`src/shared/dcr_consts.vh`:
```
`ifndef DCR_CONSTS_VH
`define DCR_CONSTS_VH
// ==========================================
// Clock ratios in system clocks per frame.
`define DCR_RATIO_128 11'd128
`define DCR_RATIO_192 11'd192
`define DCR_RATIO_256 11'd256
`define DCR_RATIO_384 11'd384
`define DCR_RATIO_512 11'd512
`define DCR_RATIO_768 11'd768
`define DCR_RATIO_1152 11'd1152
// ==========================================
// Rate mode and force encodings.
`define DCR_MODE_SINGLE 2'h0
`define DCR_MODE_DUAL 2'h1
`define DCR_MODE_QUAD 2'h2
`define DCR_FORCE_AUTO 2'h0
`define DCR_FORCE_SINGLE 2'h1
`define DCR_FORCE_DUAL 2'h2
`define DCR_FORCE_QUAD 2'h3
// ==========================================
// Oversampling ratios.
`define DCR_OSR_32 8'h20
`define DCR_OSR_64 8'h40
`define DCR_OSR_128 8'h80
`define DCR_FOSR_4 4'h4
`define DCR_FOSR_8 4'h8
// ==========================================
// Release sequence length in own clock cycles.
`define DCR_RELEASE_CYCLES 3846
// Single rate is valid only below this sample rate.
`define DCR_SINGLE_MAX_FS_HZ 50000
// Output level codes.
`define DCR_LVL_GROUND 2'h0
`define DCR_LVL_COMMON 2'h1
`define DCR_LVL_DATA 2'h2
`endif

```
`src/core/dcr_sync2.v`:
```
// ==========================================
// Two-flop synchroniser for a bundle of levels.
module dcr_sync2 #(
  parameter WIDTH = 1
) (
  // Clock and reset
  input wire clk_in,
  input wire sys_rst_in,
  // Asynchronous levels
  input wire [WIDTH-1:0] async_in,
  // Synchronised levels
  output reg [WIDTH-1:0] sync_out
);
  reg [WIDTH-1:0] meta_q;

  always @(posedge clk_in) begin
    if (sys_rst_in) begin
      meta_q <= {WIDTH{1'b0}};
      sync_out <= {WIDTH{1'b0}};
    end else begin
      meta_q <= async_in;
      sync_out <= meta_q;
    end
  end
endmodule // dcr_sync2

```
`src/core/dcr_ctrl.v`:
```
// Behaviour
// - System clock is 128,192,256,384,512,768 or 1152 times the frame rate; other ratios unsupported.
// - Automatic mode: single for 512/768/1152, dual 256/384, quad 128/192.
// - Forced mode applies only to permitted pairings; quad only with 128/192.
// - Single rate modulator oversamples 128, or 64 at ratio 128/192; fs below 50 kHz.
// - Ratio 128 or 192 always selects the quad-rate filter characteristic.
// - After power-on, internal reset holds 3846 system clocks before release; the code counts 3846 of its own clock cycles.
// - Outputs sit at common mode until release, then follow the serial data.
// - Lost clock synchronisation keeps reset and power-down; regain reruns release.
// - Reset pin low asserts internal reset, clears state, enters power-down.
// - Reset pin low drives outputs to analog ground at once; the code grounds them three own clock cycles after the pin falls.
// - Reset pin high again runs the same timed release sequence.
// - Data input n feeds converters 2n-1 and 2n.
`include "dcr_consts.vh"
module dcr_ctrl #(
  parameter RELEASE_CYCLES = `DCR_RELEASE_CYCLES,
  parameter LOCK_FRAMES = 2
) (
  // Clock and reset
  input wire clk_in,
  input wire sys_rst_in,
  // Pins from the audio processor
  input wire sys_clk_in,
  input wire serial_bit_clk_in,
  input wire frame_clk_in,
  input wire serial_data_in_1_in,
  input wire serial_data_in_2_in,
  input wire serial_data_in_3_in,
  input wire serial_data_in_4_in,
  input wire ext_rst_n_in,
  // Mode override
  input wire [1:0] force_mode_in,
  // Status
  output reg [10:0] clk_ratio_out,
  output reg ratio_valid_out,
  output reg [1:0] rate_mode_out,
  output reg [7:0] oversample_ratio_out,
  output reg [3:0] filter_osr_out,
  output reg quad_filter_out,
  output reg clk_sync_out,
  output reg int_rst_out,
  output reg power_down_out,
  output reg [1:0] analog_out_level_out,
  // Per-converter data bits, converter k at bit k-1
  output reg [7:0] conv_data_out
);
  // ==========================================
  // Input synchronisers.
  wire [7:0] pin_s;
  dcr_sync2 #(.WIDTH(8)) u_sync (
    .clk_in(clk_in),
    .sys_rst_in(sys_rst_in),
    // The reset pin enters inverted so that a cleared synchroniser reads as a released pin.
    .async_in({~ext_rst_n_in, serial_data_in_4_in, serial_data_in_3_in, serial_data_in_2_in,
      serial_data_in_1_in, frame_clk_in, serial_bit_clk_in, sys_clk_in}),
    .sync_out(pin_s)
  );
  wire sck_s = pin_s[0];
  wire bck_s = pin_s[1];
  wire lr_s = pin_s[2];
  wire [3:0] din_s = pin_s[6:3];
  wire rstn_s = ~pin_s[7];

  // Supported-ratio check shared by the sync logic and the ratio_valid_out register.
  function ratio_ok;
    input [10:0] r;
    begin
      ratio_ok = (r == `DCR_RATIO_128) || (r == `DCR_RATIO_192) || (r == `DCR_RATIO_256) ||
        (r == `DCR_RATIO_384) || (r == `DCR_RATIO_512) || (r == `DCR_RATIO_768) ||
        (r == `DCR_RATIO_1152);
    end
  endfunction

  // ==========================================
  // Edge detection and ratio measurement.
  reg sck_d_q, bck_d_q, lr_d_q;
  always @(posedge clk_in) begin
    if (sys_rst_in) begin
      sck_d_q <= 1'b0;
      bck_d_q <= 1'b0;
      lr_d_q <= 1'b0;
    end else begin
      sck_d_q <= sck_s;
      bck_d_q <= bck_s;
      lr_d_q <= lr_s;
    end
  end
  wire sck_rise = sck_s & ~sck_d_q;
  wire bck_rise = bck_s & ~bck_d_q;
  wire lr_rise = lr_s & ~lr_d_q;

  reg [11:0] sck_cnt_q;
  reg [10:0] ratio_q;
  reg bck_seen_q;
  reg [1:0] lock_q;
  reg sync_q;
  wire [11:0] sck_cnt_d = sck_cnt_q + (sck_rise ? 12'h001 : 12'h000);
  // Counts own clock cycles since the last frame clock rise, so a halted system clock is still seen.
  reg [11:0] halt_cnt_q;
  always @(posedge clk_in) begin
    if (sys_rst_in || lr_rise) begin
      halt_cnt_q <= 12'h000;
    end else if (halt_cnt_q != 12'hFFF) begin
      halt_cnt_q <= halt_cnt_q + 12'h001;
    end
  end
  always @(posedge clk_in) begin
    if (sys_rst_in) begin
      sck_cnt_q <= 12'h000;
      ratio_q <= 11'h000;
      bck_seen_q <= 1'b0;
      lock_q <= 2'h0;
      sync_q <= 1'b0;
    end else if (lr_rise) begin
      sck_cnt_q <= 12'h000;
      bck_seen_q <= 1'b0;
      ratio_q <= sck_cnt_d[10:0];
      // Sync needs a supported, stable ratio and a running bit clock.
      if (ratio_ok(sck_cnt_d[10:0]) && !sck_cnt_d[11] && (sck_cnt_d[10:0] == ratio_q) &&
          (bck_seen_q || bck_rise)) begin
        if (lock_q != LOCK_FRAMES[1:0]) begin
          lock_q <= lock_q + 2'h1;
        end
        sync_q <= (lock_q + 2'h1 >= LOCK_FRAMES[1:0]);
      end else begin
        lock_q <= 2'h0;
        sync_q <= 1'b0;
      end
    end else begin
      if (bck_rise) begin
        bck_seen_q <= 1'b1;
      end
      if (sck_cnt_q == 12'hFFF || halt_cnt_q == 12'hFFF) begin
        // Frame clock or system clock halted: declare loss of sync.
        lock_q <= 2'h0;
        sync_q <= 1'b0;
      end
      if (sck_cnt_q != 12'hFFF) begin
        sck_cnt_q <= sck_cnt_d;
      end
    end
  end

  // ==========================================
  // Rate mode selection.
  reg [1:0] mode_d;
  reg [7:0] osr_d;
  reg [3:0] fosr_d;
  wire low_ratio = (ratio_q == `DCR_RATIO_128) || (ratio_q == `DCR_RATIO_192);
  wire mid_ratio = (ratio_q == `DCR_RATIO_256) || (ratio_q == `DCR_RATIO_384);
  always @* begin
    if (low_ratio) begin
      mode_d = `DCR_MODE_QUAD;
    end else if (mid_ratio) begin
      mode_d = `DCR_MODE_DUAL;
    end else begin
      mode_d = `DCR_MODE_SINGLE;
    end
    // Overrides only take effect for permitted pairings.
    if (force_mode_in == `DCR_FORCE_SINGLE) begin
      mode_d = `DCR_MODE_SINGLE;
    end else if (force_mode_in == `DCR_FORCE_DUAL && (low_ratio || mid_ratio)) begin
      mode_d = `DCR_MODE_DUAL;
    end else if (force_mode_in == `DCR_FORCE_QUAD && low_ratio) begin
      mode_d = `DCR_MODE_QUAD;
    end
    fosr_d = low_ratio ? `DCR_FOSR_4 : `DCR_FOSR_8;
    if (mode_d == `DCR_MODE_QUAD) begin
      osr_d = `DCR_OSR_32;
    end else if (mode_d == `DCR_MODE_DUAL) begin
      osr_d = `DCR_OSR_64;
    end else if (low_ratio) begin
      osr_d = `DCR_OSR_64;
    end else begin
      osr_d = `DCR_OSR_128;
    end
  end

  // ==========================================
  // Internal reset release sequence.
  localparam ST_HOLD = 1'b0;
  localparam ST_RUN = 1'b1;
  reg state_q;
  reg [11:0] rel_cnt_q;
  always @(posedge clk_in) begin
    if (sys_rst_in || !rstn_s || !sync_q) begin
      state_q <= ST_HOLD;
      rel_cnt_q <= 12'h000;
    end else begin
      case (state_q)
        ST_HOLD: begin
          if (rel_cnt_q == RELEASE_CYCLES[11:0] - 12'h001) begin
            state_q <= ST_RUN;
          end else begin
            rel_cnt_q <= rel_cnt_q + 12'h001;
          end
        end
        default: begin
          state_q <= ST_RUN;
        end
      endcase
    end
  end

  // ==========================================
  // Registered outputs.
  always @(posedge clk_in) begin
    if (sys_rst_in) begin
      clk_ratio_out <= 11'h000;
      ratio_valid_out <= 1'b0;
      rate_mode_out <= `DCR_MODE_SINGLE;
      oversample_ratio_out <= `DCR_OSR_128;
      filter_osr_out <= `DCR_FOSR_8;
      quad_filter_out <= 1'b0;
      clk_sync_out <= 1'b0;
      int_rst_out <= 1'b1;
      power_down_out <= 1'b1;
      analog_out_level_out <= `DCR_LVL_COMMON;
      conv_data_out <= 8'h00;
    end else begin
      clk_ratio_out <= ratio_q;
      ratio_valid_out <= ratio_ok(ratio_q);
      rate_mode_out <= mode_d;
      oversample_ratio_out <= osr_d;
      filter_osr_out <= fosr_d;
      quad_filter_out <= low_ratio;
      clk_sync_out <= sync_q;
      int_rst_out <= !rstn_s || state_q == ST_HOLD;
      power_down_out <= !rstn_s || state_q == ST_HOLD;
      if (!rstn_s) begin
        analog_out_level_out <= `DCR_LVL_GROUND;
      end else if (state_q == ST_HOLD) begin
        analog_out_level_out <= `DCR_LVL_COMMON;
      end else begin
        analog_out_level_out <= `DCR_LVL_DATA;
      end
      if (!rstn_s || state_q == ST_HOLD) begin
        conv_data_out <= 8'h00;
      end else begin
        conv_data_out <= {din_s[3], din_s[3], din_s[2], din_s[2],
          din_s[1], din_s[1], din_s[0], din_s[0]};
      end
    end
  end
endmodule // dcr_ctrl

```
`config.mk`:
```
export PLATFORM = sky130hd
export DESIGN_NAME = dcr_ctrl
export DESIGN_NICKNAME = d
export VERILOG_FILES = /design/src/core/dcr_sync2.v /design/src/core/dcr_ctrl.v
export VERILOG_INCLUDE_DIRS = /design/src /design/src/shared
export SDC_FILE = /design/constraint.sdc
export NUM_CORES = 1
export LEC_CHECK = 0
export BUFFER_PORTS_ARGS = -buffer_cell sky130_fd_sc_hd__clkbuf_2
export CAP_MARGIN = 5
export CORE_MARGIN = 2
export CORE_UTILIZATION = 54
export DETAILED_ROUTE_END_ITERATION = 6
export GPL_ROUTABILITY_DRIVEN = 0
export GPL_TIMING_DRIVEN = 0
export PLACE_DENSITY = 0.83
export SYNTH_ARGS = -nofsm -noshare
export SYNTH_HDL_FRONTEND = slang
export SYNTH_SLANG_ARGS = --single-unit
```
`constraint.sdc`:
```
create_clock -name clk_in -period 3 [get_ports clk_in]
set_input_delay 0.45 -clock clk_in [delete_from_list [all_inputs] [get_ports clk_in]]
set_output_delay 0.45 -clock clk_in [all_outputs]
set_load 0.05 [all_outputs]
```
# After elaboration in Yosys (flattened, before gate mapping)
# Cells that the tools add are included.
# classes
eq_ne,27
n_reduce_logical,35
addsub,4
magnitude_cmp,1
bitwise,9
mux,21
# op_table
cell,count
$eq 11x10->1 const B,4
$eq 11x8->1 const B,4
$eq 11x9->1 const B,4
$eq 12x12->1 const B,3
$add 12x1->12 const B,2
$mux 8,3
$ne 12x12->1 const B,2
$eq 11x11->1 const B,2
$logic_or 1x1->1,20
$mux 2,9
$add 12x1->12,1
$eq 11x11->1,1
$mux 1,8
$reduce_or 2->1,4
$eq 2x2->1 const B,3
$not 1->1,6
$logic_and 1x1->1,5
$eq 2x1->1 const B,2
$mux 4,1
$reduce_and 2->1,2
$and 1x1->1,3
$ne 3x2->1 const B,1
$reduce_or 3->1,1
$add 2x1->2 const B,1
4 further kinds,5
# totals
in_bits,12
regBits,109
elab_cells,123
output_inout_bits,40

# Longest topological paths before layout
# Gate-level depths: netlist of the first run.
# logic_depth
ltp_word,16
depth_mapped,10
ltp_nobuf,9

# Cells and area by module
# A second synthesis of the first run with hierarchy kept.
# hier_totals
cells_unflattened,440
area_unflattened_um2,4098.9
# by_module_without_submodules
mod,n_inst,cells_each,area_per_inst_um2,seq_area_each_um2
dcr_ctrl,1,407,3634.7,1641.6
dcr_sync2,1,33,464.2,320.3

# Worst setup path after synthesis of the first run
# No wires, ideal clock.
# synth_path
kind,reg-to-reg
start,reg u_sync.sync_out[0]
end,reg lock_q[0]
path_stages_with_launch,11
period_less_slack_ps,2310
setup_time_ps,58
arrival_time_ps,2252
t_required_ps,2942
slack_ps,690
path_cell_list,dfxtp_1 nor2b_1 ha_1 clkbuf_1 nand2_1 nor3_1 xnor2_1 nand4b_1 a2111o_1 o21bai_1 nand2_1
# synth_between
elab_chain_len,15
elab_cells_between_ends,25
cone_classes,add/sub: 1; eq/ne: 9; mux: 3; bitwise: 1; reduce/logical: 11
# synth_rtl
element,line,text
from (decl),dcr_sync2.v:12,output reg [WIDTH-1:0] sync_out
from (signal assigned),dcr_sync2.v:19,sync_out <= {WIDTH{1'b0}};
from (signal assigned),dcr_sync2.v:22,sync_out <= meta_q;
$and 1x1->1 (*),dcr_ctrl.v:88,wire sck_rise = sck_s & ~sck_d_q;
$mux 1 (*),dcr_ctrl.v:97,wire [11:0] sck_cnt_d = sck_cnt_q + (sck_rise ? 12'h001 : 12'h000);
$add 12x1->12 (*),dcr_ctrl.v:97,
$eq 11x8->1 (no line),-,
$logic_or 1x1->1 (6 in series),dcr_ctrl.v:68,ratio_ok = (r == `DCR_RATIO_128) || (r == `DCR_RATIO_192) || (r == `DCR_RATIO_256) ||
$logic_and 1x1->1,dcr_ctrl.v:119,if (ratio_ok(sck_cnt_d[10:0]) && !sck_cnt_d[11] && (sck_cnt_d[10:0] == ratio_q) &&
$logic_and 1x1->1 (*) (2 in series),dcr_ctrl.v:119,
$ne 3x2->1 (no line) or $mux 2 (tied branches),-,
$reduce_and 2->1 (no line) or $mux 2 (tied branches),-,
to (signal assigned),dcr_ctrl.v:122,lock_q <= lock_q + 2'h1;
to (decl),dcr_ctrl.v:95,reg [1:0] lock_q;
# Mark *: on every way between the ends. The rest lies on a longest branch, timed or not.
# A chain may end at the register's enable or synchronous reset.

# Final worst setup path of the first run
# Ends and elaborated chain as after synthesis.

==> parameters.txt, run 1 <==
Parameter                              Value

Run status
  Status    completed

Floorplanning
  Width of the die    89.5 µm
  Vert. Die Dim    89.5 µm
  Std-Cell Rows    31
  Core box area    0.00718 mm²
  I/O Pins    52
  DIE AREA    0.00802 mm²
  Starting utilization of the core area    0.551

Worst setup path
  Crit-path slowest cell    a2111o_1
  Endpoint required time on the critical path    3.32 ns
  Reg2reg setup slack    0.24 ns
  Depth of the worst register-to-register path    10
  Classification of the worst setup path    flip-flop to flip-flop
  CP bufs+invs    1
  Endpoint class of the critical path    flip-flop
  CP most frequent cell    nand2_1
  Worst Setup Start Kind    flip-flop
  R2r startpoint    u_sync.sync_out[0]
  Biggest fanout along the worst timing path    9
  Cells along the critical path    nor2b_1, ha_1, clkbuf_1, nand2_1, nor3_2, xnor2_1, nand4b_1, a2111o_1, o21bai_1, nand2_1
  CP Data Arrival Time    3.08 ns
  Capturing point of the worst reg2reg path    lock_q[0]
  Worst stage delay on the critical path    0.50 ns
  Top delay family on crit path    simple AND/OR/NAND/NOR gates

Synth
  Leading post-synthesis cells by cell area    dfxtp_1, nor2_1, nor2b_1
  Post-Synthesis Cells    427
  Top cell type by total area after synthesis    dfxtp_1
  Post-synthesis cell area    0.00395 mm²
  Most instantiated flip-flop cell in the synthesis netlist    dfxtp_1
  YS warnings    0
  Yosys cell types    49
  Yosys reg bits    98
  Post-synthesis async set-or-reset flop share    0
  Mean area per synthesized cell    9.25 µm²
  Post-synth top area share    0.497
  Sequential cell area fraction in the yosys report    0.497
  EDFF count, synth    0

Layout
  Share of final-layout standard cells stronger than drive strength 1    0.164
  Post-route cell area    0.00454 mm²
  Count of inserted antenna diode cells    0
  Number of cells in the finished layout apart from fillers    592
  Final core occ    0.633
  Area Growth Syn to Fin    14.9%
  Total number of nets in the final design    506
  Filler cells    581

GRT
  Total GRT Usage    0.210
  Pin count of the biggest net entering global routing    16
  Via count of the first global-routing pass    2874
  Sum of overflow across all layers after global routing    0
  Number of antenna violations at the first check in global routing    0
  Global-route wire length before repair    13200 µm

Timing
  Number of slew-limit violations in the final report    0
  Unrepaired setup endpoints after global routing    false
  Achievable clock frequency    362 MHz
  Total negative setup slack    0 ns
  Slew @ Worst Pin    0.507 ns
  Hold violation count in the final report    0
  Portion of the clock cycle consumed by the worst path in the final layout    0.921
  Relative slew margins    0.662
  Final period demand of the worst path    2.76 ns
  Setup Skew    0.0122 ns
  Smallest setup slack after layout    0.236 ns
  Final setup vio count    0

Power
  Clock network fraction of total power    0.381
  IR drop worst, VDD    0.248 mV
  Ratio of total power to cell area    540 mW/mm²
  Fraction of power spent switching nets    0.234
  Proportion of power drawn by combinational gates    0.069
  Net load switching power    573 µW
  Sequential group share of total power    0.550
  Leakage power of the design    0.00190 µW
  Internal Dissipation    1880 µW

CTS
  Clock sink count    98
  Clock insertion delay at the later pin of the skew report    0.37 ns
  Clock slew at reported path FFs    0.09 ns
  Inserted Clock Buffers    9
  Hold-fix buffers, CTS    0
  Clk root buf    clkbuf_8
  Clock tree from TritonCTS    yes
  H-tree levels    3
  Maximum clock path buffer count    2

Placed design
  Total half-perimeter wirelength after legalization and detailed placement    5490 µm
  Cell area reported after detailed placement    0.00432 mm²
  Number of buffers inserted by port buffering    44
  Dpl ws    0.274 ns
  Placed cell count    576

Routing
  Final WL    7830 µm
  DRT iter0 DRCs    209
  Vias/cell    5.30
  Met3 WL post-DR    407 µm
  Total via count after detailed routing    3135
  Avg WL per Cell    13.2 µm
  First-pass iteration count of the detailed router    5
  DR top layer    met4
  Number of antenna-violating nets in the routed design    0
  Post-detailed-route DRC marker count    0
  Met1 layer wirelength in the final routing    3460 µm
  Routed met2 length    3770 µm

Hold path
  Path class of the lowest-slack min-delay path    input pin to flip-flop
  Worst Hold Depth    2
  Hold EP    u_sync.meta_q[7]
  Min-delay src    ext_rst_n_in

Run
  Max-cap viol count    0
-- cells in the final DEF (no fill, tap or decap), types with 2 or more instances in the layout --
master,netlist,layout
bufinv_16,0,2
buf_2,2,2
conb_1,1,7
and2_1,3,3
nand2_1,24,24
nand3_1,14,14
nor4_1,6,6
o21ai_0,3,3
a2bb2oi_1,3,3
clkbuf_2,0,44
xor2_1,21,21
nand4_1,10,10
and4_1,3,3
xnor2_1,10,10
o21bai_1,2,2
a211oi_1,12,12
a21oi_1,17,17
inv_1,11,11
ha_1,6,6
buf_4,13,13
clkbuf_8,0,10
dfxtp_1,98,98
nor2b_1,34,34
mux2i_1,3,3
nor3_1,6,5
a31oi_1,4,4
o211ai_1,2,2
and3_1,17,17
nand4b_1,3,3
clkbuf_1,19,21
nor2_1,59,59
-- cells by family (layout without fill, tap and decap cells) --
family                   after synthesis  count (layout)  synth area share
flip-flops                            98              98             0.497
AND/OR/NAND/NOR                      188             188             0.255
other                                  1               7          0.000949
AO/OA/AOI/OAI                         53              53            0.0912
adder cells (fa/ha/maj)                7               7            0.0215
XOR/XNOR                              31              31            0.0687
buffers and inverters                 46             106            0.0586
multiplexers                           3               3           0.00760
-- cell usage after synthesis, drive strengths merged (2+ instances only) --
library cell	number
xor2	21
clkbuf	19
nand2	24
nand4	11
ha	6
a21oi	17
and3	17
xnor2	10
inv	11
dfxtp	98
o211ai	2
and4	3
o21ai	4
nor4	7
nor2b	34
buf	16
a2bb2oi	3
and2	3
nor3	7
o21bai	2
nor2	59
nand4b	3
mux2i	3
a31oi	4
a211oi	12
nand3	14
-- worst register-to-register path, stage by stage, from the launching register on --
cell	delay, ns
dfxtp_1	0.33
nor2b_1	0.22
ha_1	0.19
clkbuf_1	0.29
nand2_1	0.28
nor3_2	0.29
xnor2_1	0.22
nand4b_1	0.16
a2111o_1	0.50
o21bai_1	0.19
nand2_1	0.06
-- per-stage QoR --
| step | total power (µW) | hold WS [ns] |
|---|---|---|
| floorplan | 1510 | 0.414 |
| global placement | 1540 | 0.418 |
| detailed placement | 1550 | 0.425 |
| CTS | 2460 | 0.254 |
| global route | 2530 | 0.271 |
| finish | 2450 | 0.268 |
-- what timing repair did --
| item | 4_1_cts | 5_1_grt |
|---|---|---|
| buffers inserted | 0 | 0 |
| resized for setup | 0 | 1 |
| setup endpoints to repair | 0 | 3 |
-- layout make-up --
class	instances	area [µm²]	share of cell area
flip-flops and latches	98	1960	0.432
multi-input cells	289	1790	0.393
repair buffers	44	220	0.0485
plain buffers	35	190	0.0419
clock buffers	12	145	0.0320
well taps	99	124	0.0273
clock inverters	4	73.8	0.0163
inverters	11	41.3	0.00909
-- worst max-delay path by stage --
stage          slack, ns        end          startpoint  depth (start not counted)
4_1_cts             0.23  lock_q[0]  u_sync.sync_out[0]                         10
6_report            0.24  lock_q[0]  u_sync.sync_out[0]                         10
5_1_grt             0.05  lock_q[0]  u_sync.sync_out[0]                         10
3_3_place_gp        0.27     sync_q  u_sync.sync_out[0]                         10
2_1_floorplan       0.69  lock_q[0]  u_sync.sync_out[0]                         10
3_5_place_dp        0.27  lock_q[0]  u_sync.sync_out[0]                         10
-- power groups by stage --
stage | clock (µW) | sequential (µW) | combinational [µW]
floorplan | 0 | 1400 | 102
detailed placement | 0 | 1380 | 167
global placement | 0 | 1380 | 164
global route | 988 | 1350 | 186
finish | 935 | 1350 | 169
CTS | 943 | 1350 | 169
-- registers in the layout (all words and copies together) (netlist names), 2 cells and up --
name	cells
oversample_ratio_out	3
conv_data_out	4
filter_osr_out	2
analog_out_level_out	2
rel_cnt_q	12
clk_ratio_out	11
halt_cnt_q	12
rate_mode_out	2
lock_q	2
sck_cnt_q	12
ratio_q	11
u_sync.sync_out	8
u_sync.meta_q	8
-- layer usage --
metal | GRT usage | vias up
met3 | 0.0471 | 17
met5 | 0 | -
li1 | - | 1567
met4 | 0.102 | 0
met2 | 0.346 | 95
met1 | 0.260 | 1456
Power figures use the tool's default switching activity.
==> run 2: changes to the inputs <==
SETUP_SLACK_MARGIN = 0.5   (was default)
==> run 2 against run 1 <==
  * Power is essentially flat
  * Final cell count grew 0.17%
  * Die area is the same
  * Via count is essentially flat
  * Register-to-register slack gained 0.39 ns
  * Largest power group unchanged
  * Combinational power is essentially flat
  * Sequential share of layout area shrank 0.37 points
  * Critical endpoint unchanged
==> parameters.txt, run 2 (synthesized netlist as in run 1, its figures left out) <==
Parameter                              Value

Worst setup path
  Classification of the worst setup path    flip-flop to flip-flop
  Reg2reg setup slack    0.63 ns
  Capturing point of the worst reg2reg path    lock_q[0]
  Endpoint class of the critical path    flip-flop
  Biggest fanout along the worst timing path    9
  Depth of the worst register-to-register path    10
  Worst Setup Start Kind    flip-flop
  R2r startpoint    u_sync.sync_out[0]
  Endpoint required time on the critical path    3.32 ns
  CP Data Arrival Time    2.69 ns

Timing
  Smallest setup slack after layout    0.627 ns
  Setup Skew    0.0111 ns
  Relative slew margins    0.662
  Hold violation count in the final report    0
  Number of slew-limit violations in the final report    0
  Achievable clock frequency    421 MHz
  Unrepaired setup endpoints after global routing    false
  Slew @ Worst Pin    0.507 ns
  Portion of the clock cycle consumed by the worst path in the final layout    0.791
  Total negative setup slack    0 ns
  Final period demand of the worst path    2.37 ns
  Final setup vio count    0

Layout
  Commonest cells after routing, fill and taps aside    dfxtp_1, nor2_1, clkbuf_2
  Most common cell after layout, fill and taps aside    dfxtp_1
  Filler cells    570
  Biggest registers after layout    halt_cnt_q x12, rel_cnt_q x12, sck_cnt_q x12
  Post-route cell area    0.00458 mm²
  Total area of multi-input combinational cells    0.00181 mm²
  Area Growth Syn to Fin    15.9%
  Count of inserted antenna diode cells    0
  Share of final-layout standard cells stronger than drive strength 1    0.178
  Total number of nets in the final design    507
  Sequential cell area    0.00196 mm²

Placed design
  Number of buffers inserted by port buffering    44
  Cell area reported after detailed placement    0.00432 mm²
  Total half-perimeter wirelength after legalization and detailed placement    5490 µm
  Dpl ws    0.274 ns

Floorplanning
  Starting utilization of the core area    0.551
  I/O Pins    52
  DIE AREA    0.00802 mm²
  Core box area    0.00718 mm²
  Vert. Die Dim    89.5 µm
  Std-Cell Rows    31
  Width of the die    89.5 µm

GRT
  Global-route wire length before repair    13200 µm
  Pin count of the biggest net entering global routing    16
  Via count of the first global-routing pass    2880
  Total GRT Usage    0.211
  Number of antenna violations at the first check in global routing    0
  Sum of overflow across all layers after global routing    0

Run
  Max-cap viol count    0

CTS
  Clk root buf    clkbuf_8
  Clock sink count    98
  Clock slew at reported path FFs    0.09 ns
  Inserted Clock Buffers    9
  Maximum clock path buffer count    2
  Clock insertion delay at the later pin of the skew report    0.37 ns
  Clock tree from TritonCTS    yes
  H-tree levels    3

Hold path
  Hold EP    u_sync.meta_q[7]
  Path class of the lowest-slack min-delay path    input pin to flip-flop
  Min-delay src    ext_rst_n_in
  Worst Hold Depth    2

Power
  IR drop worst, VDD    0.250 mV
  Net load switching power    574 µW
  Clock network fraction of total power    0.381
  Leakage power of the design    0.00194 µW
  Fraction of power spent switching nets    0.234
  Proportion of power drawn by combinational gates    0.069
  Internal Dissipation    1880 µW
  Ratio of total power to cell area    536 mW/mm²
  Sequential group share of total power    0.549

Routing
  Number of antenna-violating nets in the routed design    0
  Avg WL per Cell    13.3 µm
  Total via count after detailed routing    3133
  DRT iter0 DRCs    193
  First-pass iteration count of the detailed router    4
  Final WL    7890 µm
  Vias/cell    5.28
  Post-detailed-route DRC marker count    0

Run status
  Status    completed
## run 2: cell types whose count changed in the layout (fill, tap and decap cells not counted), sizes merged
cell | before | now
buf | 16 | 17
## run 2: layout make-up
type,count,share of cell area
Timing Repair Buffer,45,0.0497
Sequential cell,98,0.428
Tap cell,99,0.0270
Inverter,11,0.00901
Clock inverter,4,0.0161
Buffer,35,0.0426
Clock buffer,12,0.0317
Multi-Input combinational cell,289,0.396
## run 2: routing by layer
| layer | vias up | part of all wire | wire length, µm | GRT usage |
|---|---|---|---|---|
| met5 | - | 0 | 0 | 0 |
| met4 | 0 | 0.027 | 211 | 0.102 |
| met3 | 21 | 0.051 | 401 | 0.0471 |
| met2 | 91 | 0.48 | 3780 | 0.345 |
| met1 | 1455 | 0.44 | 3500 | 0.263 |
| li1 | 1566 | - | - | - |
## run 2: how the worst max path moves through the flow
stage	end	from	cells after the start	slack, ns
4_1_cts	lock_q[0]	u_sync.sync_out[0]	10	0.54
3_3_place_gp	sync_q	u_sync.sync_out[0]	10	0.27
2_1_floorplan	lock_q[0]	u_sync.sync_out[0]	10	0.69
3_5_place_dp	lock_q[0]	u_sync.sync_out[0]	10	0.27
6_report	lock_q[0]	u_sync.sync_out[0]	10	0.63
5_1_grt	lock_q[0]	u_sync.sync_out[0]	10	0.51
## run 2: through the flow
step                      cells  power, µW   util  hold slack, ns
after floorplan             433       1510      -           0.414
after global placement      576       1540  0.602           0.418
after detailed placement    576       1550  0.602           0.425
after CTS                   592       2460  0.633           0.254
after global routing        593       2530  0.638           0.271
final                       593       2450  0.638           0.267
## run 2: critical path: stages, from the launching register on
cell	delay [ns]
dfxtp_1	0.33
nor2b_2	0.18
ha_1	0.17
clkbuf_4	0.19
nand4_1	0.15
xor2_2	0.26
and4b_1	0.24
nand4_1	0.14
a2111o_1	0.43
o21bai_1	0.18
nand2_1	0.06
## run 2: power groups by stage
stage               sequential, µW  combinational [µW]  clock [µW]
detailed placement            1380                 167           0
CTS                           1350                 169         943
global placement              1380                 164           0
finish                        1350                 170         935
floorplan                     1400                 102           0
global route                  1350                 186         988
## run 2: repair_timing
| item | in CTS | in global routing |
|---|---|---|
| hold buffers | 0 | 0 |
| gates resized for setup | 3 | 9 |
| endpoints found under the setup margin | 3 | 3 |
| buffers inserted | 0 | 1 |
| pin swaps | 0 | 3 |
